<file path="config.mk">
export PLATFORM = sky130hd
export DESIGN_NAME = ppgp_top
export DESIGN_NICKNAME = d
export VERILOG_FILES = /design/src/shared/ppgp_pkg.sv /design/src/rtl/ppgp_phase_gen.sv /design/src/rtl/ppgp_top.sv
export VERILOG_INCLUDE_DIRS = /design/src /design/src/shared
export SDC_FILE = /design/constraint.sdc
export NUM_CORES = 1
export LEC_CHECK = 0
export ABC_AREA = 1
export BUFFER_PORTS_ARGS = -buffer_cell sky130_fd_sc_hd__buf_2
export CAP_MARGIN = 20
export CORE_MARGIN = 2
export CORE_UTILIZATION = 51
export CTS_CLUSTER_DIAMETER = 30
export CTS_CLUSTER_SIZE = 10
export DETAILED_ROUTE_END_ITERATION = 10
export HOLD_SLACK_MARGIN = 0.06
export MAX_ROUTING_LAYER = met4
export PLACE_DENSITY = 0.87
export SLEW_MARGIN = 20
export SYNTH_ARGS = -nofsm -noshare
export SYNTH_HDL_FRONTEND = slang
export SYNTH_SLANG_ARGS = --single-unit
</file>
<file path="constraint.sdc">
create_clock -name pclk -period 2.6 [get_ports pclk]
set_input_delay 0.26 -clock pclk [delete_from_list [all_inputs] [get_ports pclk]]
set_output_delay 0.26 -clock pclk [all_outputs]
set_load 0.005 [all_outputs]
</file>
<file path="src/shared/ppgp_regs.svh">
// constants for the push-pull gate phaser: offsets, fields, timing
// assumes a 250 MHz pclk and 32-bit apb data
//
// How it works
// halve oscillator into two complementary phases
// both gates low for dead time first
// floating enable pin reads as disabled
// disabled or under 1.7 V tri-states drains
// start oscillator and switching above 2.25 V
// soft-start ramp on power-up and enable
// external clock rising edge toggles phase
// lost external clock reverts to internal
// internal clock is spread-spectrum modulated
// no spread while external clock drives
// system supplies common clock for sync
// fail-safe revert after 10 to 25 us
// dead time and timeout counted in cycles
// external valid after edge, resumes on edges
`ifndef PPGP_REGS_SVH
`define PPGP_REGS_SVH

// ****************************************
// register map
// ****************************************
`define PPGP_CTRL_OFF 12'h000
`define PPGP_STAT_OFF 12'h004
`define PPGP_CTRL_RST 2'h3
`define PPGP_CTRL_EXT_BIT 0
`define PPGP_CTRL_SPREAD_BIT 1

// ****************************************
// timing
// ****************************************
`define PPGP_CLK_KHZ 250000
`define PPGP_DEAD_NS 115
`define PPGP_DEAD_CYC ((`PPGP_DEAD_NS * `PPGP_CLK_KHZ + 999999) / 1000000)
`define PPGP_FAILSAFE_US 12
`define PPGP_FAILSAFE_CYC ((`PPGP_FAILSAFE_US * `PPGP_CLK_KHZ) / 1000)
`define PPGP_OSC_KHZ 320
`define PPGP_OSC_HALF_CYC (`PPGP_CLK_KHZ / `PPGP_OSC_KHZ)
`define PPGP_SPREAD_SPAN 64
`define PPGP_SS_US 4250
`define PPGP_SS_STEP_CYC ((`PPGP_SS_US * (`PPGP_CLK_KHZ / 1000)) / 256)

`endif

</file>
<file path="src/shared/ppgp_pkg.sv">
// types shared by the gate phaser files
// assumes ppgp_regs.svh supplies the numeric constants
`default_nettype none
package ppgp_pkg;

   // drive bundle toward the two power switches
   typedef struct packed {
      logic gate_a;
      logic gate_b;
      logic oe_a;
      logic oe_b;
      logic [7:0] level;
   } ppgp_drive_t;

   // switching source selection
   typedef enum logic [1:0] {
      SRC_OFF = 2'h0,
      SRC_INT = 2'h1,
      SRC_EXT = 2'h2
   } ppgp_src_t;

endpackage : ppgp_pkg
`default_nettype wire

</file>
<file path="src/rtl/ppgp_phase_gen.sv">
// divide-by-two phase stage with break-before-make dead time
// assumes toggle is a one-cycle pulse on pclk
`timescale 1ns/100ps
`default_nettype none
`include "ppgp_regs.svh"

module ppgp_phase_gen
   import ppgp_pkg::*;
(
   // clock and reset
   input wire logic pclk,
   input wire logic presetn,
   // control
   input wire logic run,
   input wire logic toggle,
   // gates and phase
   output logic gate_a_q,
   output logic gate_b_q,
   output logic phase_q
);

   // dead-time counter, wide enough for the cycle count
   logic [7:0] dead_q;

   // ****************************************
   // phase divider
   // ****************************************
   // halve the clock
   always_ff @(posedge pclk or negedge presetn)
   begin
      if (!presetn)
         phase_q <= 1'b0;
      else if (!run)
         phase_q <= 1'b0;
      else if (toggle)
         phase_q <= ~phase_q;
   end

   // ****************************************
   // dead time and gates
   // ****************************************
   // break before make
   always_ff @(posedge pclk or negedge presetn)
   begin
      if (!presetn)
      begin
         dead_q <= 8'h00;
         gate_a_q <= 1'b0;
         gate_b_q <= 1'b0;
      end
      else if (!run || toggle)
      begin
         // any edge first drops both gates, reload the gap
         dead_q <= 8'(`PPGP_DEAD_CYC);
         gate_a_q <= 1'b0;
         gate_b_q <= 1'b0;
      end
      else if (dead_q != 8'h00)
         dead_q <= dead_q - 8'h01;
      else
      begin
         // complementary gates
         gate_a_q <= ~phase_q;
         gate_b_q <= phase_q;
      end
   end

endmodule : ppgp_phase_gen
`default_nettype wire

</file>
<file path="src/rtl/ppgp_top.sv">
// push-pull gate phaser: source select, spread, fail-safe, soft-start
// assumes asynchronous pins (enable, clock, supply flags) and an apb master
//
// The placing of the registers and the APB slave port were left to the implementer.
`timescale 1ns/100ps
`default_nettype none
`include "ppgp_regs.svh"

module ppgp_top
   import ppgp_pkg::*;
#(
   // soft-start cycles per drive step, shorten in simulation
   parameter int unsigned SS_STEP_CYC = `PPGP_SS_STEP_CYC
)
(
   // clock and reset
   input wire logic pclk,
   input wire logic presetn,
   // apb slave
   input wire logic psel,
   input wire logic penable,
   input wire logic pwrite,
   input wire logic [11:0] paddr,
   input wire logic [31:0] pwdata,
   output logic pready,
   output logic [31:0] prdata,
   output logic pslverr,
   // device pins, all asynchronous
   input wire logic enable_pin,
   input wire logic ext_clock_pin,
   input wire logic supply_above_2v25,
   input wire logic supply_above_1v7,
   // switch drive
   output ppgp_drive_t drive
);

   // ****************************************
   // declarations
   // ****************************************
   // synchroniser stages, first ones read only by second
   logic en_s1_q, en_s2_q;
   logic ck_s1_q, ck_s2_q, ck_s3_q;
   logic hi_s1_q, hi_s2_q;
   logic lo_s1_q, lo_s2_q;
   // supply lockout with hysteresis
   logic supply_ok_q;
   // running state and its previous value
   logic active;
   logic active_prev_q;
   // software control bits
   logic [1:0] ctrl_q;
   // external clock tracking
   logic ext_edge;
   logic [11:0] fs_cnt_q;
   logic ext_valid_q;
   // internal oscillator
   logic [11:0] osc_cnt_q;
   logic [11:0] osc_half;
   logic osc_tick;
   logic [5:0] tri_q;
   logic tri_up_q;
   // source selection
   ppgp_src_t src_q;
   logic toggle;
   // soft-start
   logic [31:0] ss_cnt_q;
   logic [7:0] level_q;
   // phase stage results
   logic gate_a, gate_b, phase;
   // apb helpers
   logic apb_acc;
   logic [31:0] rd_d;
   logic err_d;

   // ****************************************
   // input synchronisers
   // ****************************************
   // two flops on every pin before logic sees it
   always_ff @(posedge pclk or negedge presetn)
   begin
      if (!presetn)
      begin
         en_s1_q <= 1'b0;
         en_s2_q <= 1'b0;
         ck_s1_q <= 1'b0;
         ck_s2_q <= 1'b0;
         ck_s3_q <= 1'b0;
         hi_s1_q <= 1'b0;
         hi_s2_q <= 1'b0;
         lo_s1_q <= 1'b0;
         lo_s2_q <= 1'b0;
      end
      else
      begin
         en_s1_q <= enable_pin;
         en_s2_q <= en_s1_q;
         ck_s1_q <= ext_clock_pin;
         ck_s2_q <= ck_s1_q;
         // third stage only for edge detection
         ck_s3_q <= ck_s2_q;
         hi_s1_q <= supply_above_2v25;
         hi_s2_q <= hi_s1_q;
         lo_s1_q <= supply_above_1v7;
         lo_s2_q <= lo_s1_q;
      end
   end

   // ****************************************
   // supply lockout
   // ****************************************
   // start at 2.25 V
   // drop below 1.7 V
   always_ff @(posedge pclk or negedge presetn)
   begin
      if (!presetn)
         supply_ok_q <= 1'b0;
      else if (!lo_s2_q)
         supply_ok_q <= 1'b0;
      else if (hi_s2_q)
         supply_ok_q <= 1'b1;
   end

   // pulled-down pin
   // the pin's pull-down resistor sits outside; a floating pin
   // reads low here, so only a driven high enables switching
   assign active = en_s2_q && supply_ok_q;

   // previous running state, seeds the soft-start restart
   always_ff @(posedge pclk or negedge presetn)
   begin
      if (!presetn)
         active_prev_q <= 1'b0;
      else
         active_prev_q <= active;
   end

   // ****************************************
   // external clock fail-safe
   // ****************************************
   // rising edge of the synchronised external clock
   assign ext_edge = ck_s2_q && !ck_s3_q;

   // timeout in cycles
   // revert window
   // counter saturates at the timeout; an edge restarts it
   always_ff @(posedge pclk or negedge presetn)
   begin
      if (!presetn)
         fs_cnt_q <= 12'h000;
      else if (ext_edge)
         fs_cnt_q <= 12'h000;
      else if (fs_cnt_q != 12'(`PPGP_FAILSAFE_CYC))
         fs_cnt_q <= fs_cnt_q + 12'h001;
   end

   // valid after edge
   // revert on timeout
   always_ff @(posedge pclk or negedge presetn)
   begin
      if (!presetn)
         ext_valid_q <= 1'b0;
      else if (ext_edge)
         ext_valid_q <= 1'b1;
      else if (fs_cnt_q == 12'(`PPGP_FAILSAFE_CYC))
         ext_valid_q <= 1'b0;
   end

   // ****************************************
   // source selection
   // ****************************************
   // external sync clock
   // external mode needs software permission and a live clock
   always_ff @(posedge pclk or negedge presetn)
   begin
      if (!presetn)
         src_q <= SRC_OFF;
      else if (!active)
         src_q <= SRC_OFF;
      else if (ext_valid_q && ctrl_q[`PPGP_CTRL_EXT_BIT])
         src_q <= SRC_EXT;
      else
         src_q <= SRC_INT;
   end

   // ****************************************
   // internal oscillator with spread spectrum
   // ****************************************
   // modulate period
   // no spread on external
   // triangle offset of -32..+31 cycles on the half period
   assign osc_half = (ctrl_q[`PPGP_CTRL_SPREAD_BIT] && src_q == SRC_INT)
      ? 12'(`PPGP_OSC_HALF_CYC - (`PPGP_SPREAD_SPAN / 2)) + {6'h00, tri_q}
      : 12'(`PPGP_OSC_HALF_CYC);

   // tick at the end of each half period
   assign osc_tick = (osc_cnt_q >= osc_half - 12'h001);

   // oscillator runs
   // halted while disabled so it draws nothing and restarts cleanly
   always_ff @(posedge pclk or negedge presetn)
   begin
      if (!presetn)
         osc_cnt_q <= 12'h000;
      else if (!active || osc_tick)
         osc_cnt_q <= 12'h000;
      else
         osc_cnt_q <= osc_cnt_q + 12'h001;
   end

   // triangle sweep, one step per oscillator half period
   always_ff @(posedge pclk or negedge presetn)
   begin
      if (!presetn)
      begin
         tri_q <= 6'h00;
         tri_up_q <= 1'b1;
      end
      else if (active && osc_tick)
      begin
         // turn around at both ends so the sweep never wraps
         if (tri_up_q && tri_q == 6'h3E)
            tri_up_q <= 1'b0;
         else if (!tri_up_q && tri_q == 6'h01)
            tri_up_q <= 1'b1;
         if (tri_up_q)
            tri_q <= tri_q + 6'h01;
         else
            tri_q <= tri_q - 6'h01;
      end
   end

   // external edge toggles
   // selected source
   always_comb
   begin
      unique case (src_q)
         SRC_EXT: toggle = ext_edge;
         SRC_INT: toggle = osc_tick;
         default: toggle = 1'b0;
      endcase
   end

   // ****************************************
   // phase and dead time
   // ****************************************
   // dead time stage
   ppgp_phase_gen u_phase (
      .pclk(pclk),
      .presetn(presetn),
      .run(src_q != SRC_OFF),
      .toggle(toggle),
      .gate_a_q(gate_a),
      .gate_b_q(gate_b),
      .phase_q(phase)
   );

   // ****************************************
   // soft-start
   // ****************************************
   // ramp gate drive
   // restarts from zero on every rise of the running state, which
   // covers both power-up and a low-to-high enable edge
   always_ff @(posedge pclk or negedge presetn)
   begin
      if (!presetn)
      begin
         ss_cnt_q <= 32'h0000_0000;
         level_q <= 8'h00;
      end
      else if (!active || !active_prev_q)
      begin
         ss_cnt_q <= 32'h0000_0000;
         level_q <= 8'h00;
      end
      else if (level_q != 8'hFF)
      begin
         if (ss_cnt_q >= SS_STEP_CYC - 1)
         begin
            ss_cnt_q <= 32'h0000_0000;
            level_q <= level_q + 8'h01;
         end
         else
            ss_cnt_q <= ss_cnt_q + 32'h0000_0001;
      end
   end

   // ****************************************
   // output register
   // ****************************************
   // tri-state drains
   // enables fall with the running state; gates stay low meanwhile
   always_ff @(posedge pclk or negedge presetn)
   begin
      if (!presetn)
         drive <= '0;
      else
      begin
         drive.gate_a <= gate_a && active;
         drive.gate_b <= gate_b && active;
         drive.oe_a <= active;
         drive.oe_b <= active;
         drive.level <= level_q;
      end
   end

   // ****************************************
   // apb slave
   // ****************************************
   // access phase cycle that completes this edge
   assign apb_acc = psel && penable && pready;

   // read mux and decode error, unmapped reads return zero
   always_comb
   begin
      rd_d = 32'h0000_0000;
      err_d = 1'b0;
      unique case (paddr)
         `PPGP_CTRL_OFF: rd_d = {30'h0000_0000, ctrl_q};
         `PPGP_STAT_OFF:
            rd_d = {16'h0000, level_q, 3'h0, phase,
                    ext_valid_q, src_q == SRC_EXT, supply_ok_q, active};
         default: err_d = 1'b1;
      endcase
   end

   // one wait state: ready rises in the second access cycle
   always_ff @(posedge pclk or negedge presetn)
   begin
      if (!presetn)
      begin
         pready <= 1'b0;
         prdata <= 32'h0000_0000;
         pslverr <= 1'b0;
      end
      else
      begin
         pready <= psel && penable && !pready;
         prdata <= (psel && penable && !pready && !pwrite)
            ? rd_d : 32'h0000_0000;
         pslverr <= psel && penable && !pready && err_d;
      end
   end

   // control register, written only at the completing edge
   always_ff @(posedge pclk or negedge presetn)
   begin
      if (!presetn)
         ctrl_q <= `PPGP_CTRL_RST;
      else if (apb_acc && pwrite && paddr == `PPGP_CTRL_OFF)
         ctrl_q <= pwdata[1:0];
   end

endmodule : ppgp_top
`default_nettype wire

</file>
Yosys cells after proc, flatten, opt, wreduce, memory -nomap -nowiden
Index checks and enable logic that the tools add are counted.
{"block": "classes", "bitwise": 1, "n_mux": 31, "reduce_logical": 38, "n_eq_ne": 11, "add_sub_neg": 9, "magnitude_cmp": 2}
{"op": "$mux 32", "n": 3}
{"op": "$mux 8", "n": 5}
{"op": "$mux 12", "n": 3}
{"op": "$add 32x1->32 const B", "n": 1}
{"op": "$ge 32x13->1 const B", "n": 1}
{"op": "$pmux 16 s2", "n": 1}
{"op": "$add 12x1->12 const B", "n": 2}
{"op": "$logic_and 1x1->1", "n": 16}
{"op": "$mux 16", "n": 1}
{"op": "$reduce_bool 2->1", "n": 7}
{"op": "$mux 1", "n": 13}
{"op": "$eq 12x12->1 const B", "n": 1}
{"op": "$eq 12x3->1 const B", "n": 1}
{"op": "$ge 12x12->1", "n": 1}
{"op": "$logic_not 12->1", "n": 1}
{"op": "$ne 12x12->1 const B", "n": 1}
{"op": "$sub 11x1->12 const B", "n": 1}
{"op": "$add 10x6->11 const A", "n": 1}
{"op": "$mux 11", "n": 1}
{"op": "$add 8x1->8 const B", "n": 1}
{"op": "$ne 8x8->1 const B", "n": 1}
{"op": "$reduce_bool 8->1", "n": 1}
{"op": "$sub 8x1->8 const B", "n": 1}
{"op": "$logic_not 1->1", "n": 7}
{"op": "15 further kinds", "n": 20}
{"block": "totals", "ff_bits": 126, "out_inout_bits": 46, "wordCells": 122, "input_bits": 53}

Depth between registers and ports, before layout
{"block": "depth", "ltp_word": 8, "depth_mapped": 23}

Modules after synthesis
From an unflattened synthesis, not the netlist that was laid out.
{"block": "hier_totals", "hier_cells": 854, "hier_area_um2": 6708.9}
{"mod": "ppgp_top", "cells_each": 773, "area_each_um2": 6090.8, "n_inst": 1}
{"mod": "ppgp_phase_gen", "cells_each": 81, "area_each_um2": 618.1, "n_inst": 1}

Least setup slack after synthesis
Ideal clock, no wire load.
{"block": "synth_path", "path_type": "flip-flop to flip-flop", "from": "register src_q[1]", "to": "register u_phase.dead_q[2]", "required_ps": 2473, "t_arrival_ps": 2561, "setup_slack_ps": -88, "setup_ps": 127, "path_stages_with_launch": 24, "cell_sequence": "dfrtp_1 > inv_1 > ha_1 > nand2_1 > inv_1 > nand2_1 > nor2_1 > inv_1 > nor2_1 > nand4_1 > o21a_1 > ha_1 > nand2_1 > inv_1 > nand3_1 > nor2_1 > nor2_1 > nand2_1 > nand2_1 > nand2_1 > nand2_2 > nand2_1 > inv_1 > nand3b_1"}
{"block": "synth_between", "elab_chain_cells": 8, "word_cells_on_any_way": 12}
{"item": "from (decl)", "line": "ppgp_top.sv:63", "text": "ppgp_src_t src_q;"}
{"item": "from (signal assigned)", "line": "ppgp_top.sv:176", "text": "src_q <= SRC_OFF;"}
{"item": "from (signal assigned)", "line": "ppgp_top.sv:178", "text": "src_q <= SRC_OFF;"}
{"item": "from (signal assigned)", "line": "ppgp_top.sv:180", "text": "src_q <= SRC_EXT;"}
{"item": "$eq 2x1->1", "line": "ppgp_top.sv:191, ppgp_top.sv:236"}
{"item": "$logic_and 1x1->1", "line": "ppgp_top.sv:191", "text": "assign osc_half = (ctrl_q[`PPGP_CTRL_SPREAD_BIT] && src_q == SRC_INT)"}
{"item": "$mux 11", "line": "ppgp_top.sv:191"}
{"item": "$sub 11x1->12", "line": "ppgp_top.sv:196", "text": "assign osc_tick = (osc_cnt_q >= osc_half - 12'h001);"}
{"item": "$ge 12x12->1", "line": "ppgp_top.sv:196"}
{"item": "$pmux 1 s2", "line": "ppgp_top.sv:236", "text": "unique case (src_q)"}
{"item": "$logic_or 1x1->1 (*)", "line": "ppgp_phase_gen.sv:51", "text": "else if (!run || toggle)"}
{"item": "$mux 8 / $reduce_bool 2->1 (equally long branches)"}
{"item": "to (signal assigned)", "line": "ppgp_phase_gen.sv:54", "text": "dead_q <= 8'(`PPGP_DEAD_CYC);"}
{"item": "to (signal assigned)", "line": "ppgp_phase_gen.sv:59", "text": "dead_q <= dead_q - 8'h01;"}
{"item": "to (decl)", "line": "ppgp_phase_gen.sv:23", "text": "logic [7:0] dead_q;"}
Mark *: on every way between the ends. The rest lies on a longest branch, timed or not.
A chain may end at the register's enable or synchronous reset.

Worst setup path in the final report
{"block": "layout_path", "from": "register tri_q[0]", "to": "register u_phase.dead_q[2]"}
{"block": "layout_between", "elab_chain_cells": 7, "word_cells_on_any_way": 8}
{"item": "from (decl)", "line": "ppgp_top.sv:60", "text": "logic [5:0] tri_q;"}
{"item": "from (signal assigned)", "line": "ppgp_top.sv:226", "text": "tri_q <= tri_q + 6'h01;"}
{"item": "from (signal assigned)", "line": "ppgp_top.sv:228", "text": "tri_q <= tri_q - 6'h01;"}
{"item": "$add 10x6->11 (*)", "line": "ppgp_top.sv:192", "text": "? 12'(`PPGP_OSC_HALF_CYC - (`PPGP_SPREAD_SPAN / 2)) + {6'h00, tri_q}"}
{"item": "$mux 11 (*)", "line": "ppgp_top.sv:191"}
{"item": "$sub 11x1->12 (*)", "line": "ppgp_top.sv:196"}
{"item": "$ge 12x12->1 (*)", "line": "ppgp_top.sv:196"}
{"item": "$pmux 1 s2 (*)", "line": "ppgp_top.sv:236"}
{"item": "$logic_or 1x1->1 (*)", "line": "ppgp_phase_gen.sv:51"}
{"item": "$mux 8 / $reduce_bool 2->1 (equally long branches)"}
Marked as above.

==> results.py <==
metrics = {
    "yosys": {
        "yosys_warnings": 0,
        "synth_top_flop_cell": "dfrtp_1",
        "yosys-top-cells-area": "dfrtp_1, nand2_1, inv_1, nor2_1, ha_1",
        "synth_async_sr_flop_share_pct": 100.0,
        "synthCells": 717,
        "synth_top_area_share_pct": 48.61,
        "ys_types": 42,
        "yosys.area.top_type": "dfrtp_1",
        "ys_seq_area_share_pct": 49.89,
        "syn_area_um2": 6177,
        "synth_area_per_cell_um2": 8.615,
        "synth_edf_count": 0,
        "synth-seq-cells": 123,
    },
    "setup_path": {
        "worstPathRequired_ns": 2.90,
        "path_class": "reg -> reg",
        "crit_path_start_kind": "flip-flop",
        "r2r_start": "tri_q[0]",
        "r2r_cells": 22,
        "reg2reg_to": "u_phase.dead_q[2]",
        "cp_max_fo": 5,
        "crit_arrival_ns": 3.33,
        "endpoint_kind": "flip-flop",
        "crit_start": "tri_q[0]",
        "r2r_slack_ns": -0.43,
    },
    "floorplan": {
        "die_area_um2": 13010,
        "coreArea_um2": 11910,
        "io_pins": 99,
        "initial_utilization_pct": 51.86,
        "die_h_um": 114.1,
        "row_count": 40,
        "dieWidth_um": 114.1,
    },
    "timing": {
        "fin_crit_ns": 3.027,
        "setup_viol_count_final": 29,
        "maxClockFrequency_mhz": 330.3,
        "hold_ws_ns": 0.07923,
        "setup_slack_ns": -0.4272,
        "worstMarginPinSlew_ns": 0.6661,
        "rsz0062_at_grt": "true",
        "slew_headroom_pct": 55.25,
        "finalHoldViolCount": 0,
        "skew_ns": 0.01575,
        "slew_viol_final": 0,
        "fin_setup_tns_ns": -9.507,
        "post-route-period-util_pct": 116.4,
    },
    "power": {
        "power.leakage_nw": 3.828,
        "p_sw_share_pct": 29.71,
        "p_total_w": 0.005622,
        "p_per_area_nw_per_um2": 718.9,
        "p_switching_w": 0.001670,
        "clkPwrFrac_pct": 42.7,
        "combPwrFrac_pct": 18.8,
        "p_int_w": 0.003951,
        "seqPwrFrac_pct": 38.4,
        "ir_drop_mv": 0.5130,
    },
    "clock_network": {
        "numCtsBuffers": 17,
        "cts.htree.levels": 4,
        "clk_pin_slew_ns": 0.06,
        "clock_path_buffers": 2,
        "cts_tree": "yes",
        "insertion_delay_ns": 0.43,
        "clock_sinks": 123,
        "cts-root-buf": "clkbuf_16",
    },
    "grt": {
        "globalRouteOverflowTotal": 0,
        "grt_pass1_wl_mm": 23.71,
        "grt_max_degree": 52,
        "grt_pass1_vias": 5080,
        "antenna_found_initial": 0,
        "track_usage_pct": 24.16,
    },
    "detailed_routing": {
        "ant_nets": 0,
        "drtIter0Drc": 477,
        "avgRoutedWirePerCell_um": 15.79,
        "drt_wl_total_mm": 15.56,
        "avgViaCountPerCell": 5.363,
        "num_vias": 5283,
        "drc": 0,
        "firstDrtPassIters": 6,
    },
    "flow_run": {
        "max_cap_violations": 0,
    },
    "run_status": {
        "failed_checks": "setup timing",
        "status": "finished, violations left",
    },
    "placed_design": {
        "dp.cells": 934,
        "io_buffers": 49,
        "gp_congestion": 0.8575,
        "dp_hpwl_mm": 8.950,
    },
    "layout": {
        "layout.cells.non_filler": 985,
        "fin_nets": 905,
        "drive_gt1_share_pct": 24.82,
        "fill_cells": 842,
        "syn2layout_area_growth_pct": 26.60,
        "antenna_cells": 0,
    },
    "worst_hold_path": {
        "hold_start": "pwdata[1]",
        "holdPathEnd": "ctrl_q[1]",
        "hold_path_depth": 3,
        "hold_class": "in -> reg",
    },
}
==> stage by stage <==
| stage | area (um2) | utilization [%] | setup WS, ns |
|---|---|---|---|
| after floorplan | 6294 | - | -0.01246 |
| after global placement | 6758 | 56.73 | -0.1562 |
| after detailed placement | 6758 | 56.73 | -0.3158 |
| after CTS | 7575 | 63.59 | -0.1548 |
| after global routing | 7820 | 65.65 | -0.6385 |
| final | 7820 | 65.65 | -0.4272 |
==> cells by family (layout without fill, tap and decap cells) <==
logic type	count (synthesis)	in the layout	share of synthesized area, %
other	1	21	0.06071
buffers and inverters	135	235	9.884
DFF	123	123	49.89
AOI/OAI and AO/OA	68	68	6.056
adders and majority gates	27	27	5.469
and+or+nand+nor	340	341	25.38
xor gates and xnor gates	23	23	3.261
==> power by group through the flow <==
stage | registers, W | clock network (W) | logic [W]
global route | 0.00217 | 0.00251 | 0.00114
floorplan | 0.00212 | 0 | 0.000407
finish | 0.00216 | 0.00240 | 0.00106
CTS | 0.00212 | 0.00240 | 0.000820
global placement | 0.00213 | 0 | 0.000673
detailed placement | 0.00214 | 0 | 0.000705
==> Yosys cell counts (4+ instances only) <==
cell type,number
a21oi_1,26
buf_4,21
dfrtp_1,120
ha_1,27
inv_1,104
nand2_1,126
nand3_1,34
nand4_1,26
nor2_1,98
nor3_1,23
nor3b_1,9
nor4_1,4
o21ai_0,30
or2_2,6
xnor2_1,4
xor2_1,19
==> placed cells by master (no fill, tap or decap), types with 3 or more instances in the layout <==
cell type / count
clkbuf_16: 17
nand3_2: 5
dlygate4sd3_1: 5
nor3b_1: 5
inv_4: 3
inv_6: 3
clkbuf_8: 3
o21ai_0: 26
xnor2_1: 3
nor3_2: 3
a21oi_1: 22
ha_4: 5
or2_2: 6
nand2_4: 8
inv_1: 95
nor2_4: 4
nand3_1: 29
conb_1: 21
buf_2: 48
inv_2: 6
dfrtp_2: 3
ha_1: 22
nor2_2: 6
nor2_1: 89
nor4_1: 4
nor3b_2: 3
buf_6: 5
buf_4: 36
nor3_1: 21
o21ai_1: 3
clkinvlp_4: 5
o21ai_2: 5
nand2_1: 112
xor2_1: 19
nand2_2: 10
dfrtp_1: 117
nand4_1: 26
a21oi_2: 3
dfstp_2: 3
==> flip-flops by register name (all words and copies together), names as in the netlist, 2 cells and up <==
signal and flops:
ss_cnt_q 32, ctrl_q 2, drive 11, level_q 8, tri_q 6, src_q 2
osc_cnt_q 12, prdata 13, u_phase.dead_q 8, fs_cnt_q 12
==> cell type report <==
type | count | area (um2) | share of cell area (%)
repair buffers | 96 | 656.9 | 8.400
well taps | 147 | 183.9 | 2.352
clock buffers | 20 | 466.7 | 5.968
flip-flops and latches | 123 | 3085 | 39.46
inverters | 107 | 416.7 | 5.328
clock inverters | 12 | 137.6 | 1.760
multi-input cells | 480 | 2873 | 36.74
==> timing repair <==
action | in CTS | in global routing
endpoints found under the setup margin | 29 | 29
hold buffers | 5 | 0
gates cloned | 1 | 0
pin swaps | 14 | 18
buffers inserted | 6 | 7
resized for setup | 33 | 47
endpoints found under the hold margin | 52 | 0
==> worst max path at each step <==
stage	endpoint	slack (ns)	cells after the start
6_report	u_phase.dead_q[2]	-0.43	22
3_5_place_dp	u_phase.phase_q	-0.32	22
5_1_grt	u_phase.dead_q[2]	-0.64	22
2_1_floorplan	u_phase.dead_q[2]	-0.01	22
3_3_place_gp	u_phase.dead_q[2]	-0.16	23
4_1_cts	u_phase.dead_q[2]	-0.15	21
==> routing by layer <==
metal | global-route usage, % | routed length, um
met5 | - | 0
met4 | 11.06 | 609
met3 | 6.194 | 837
met2 | 38.85 | 7851
met1 | 28.73 | 6257
==> worst max-delay path, cell delays in order (launching register included) <==
cell and delay [ns]:
dfrtp_2 0.45, ha_4 0.20, inv_4 0.07, nand2_4 0.06, nand2_2 0.08, inv_2 0.06, nor3_4 0.28, nor2_2 0.08
nand4_1 0.15, o21a_1 0.20, ha_4 0.22, nand2_2 0.05, nand2_1 0.05, nand3_1 0.07, nand2_1 0.08, nor2_1 0.17
nand2_2 0.11, nand2_2 0.10, nand2_4 0.08, nand2_4 0.11, nand2_4 0.08, inv_4 0.08, nand3b_1 0.07
(Power assumes the default switching activity.)
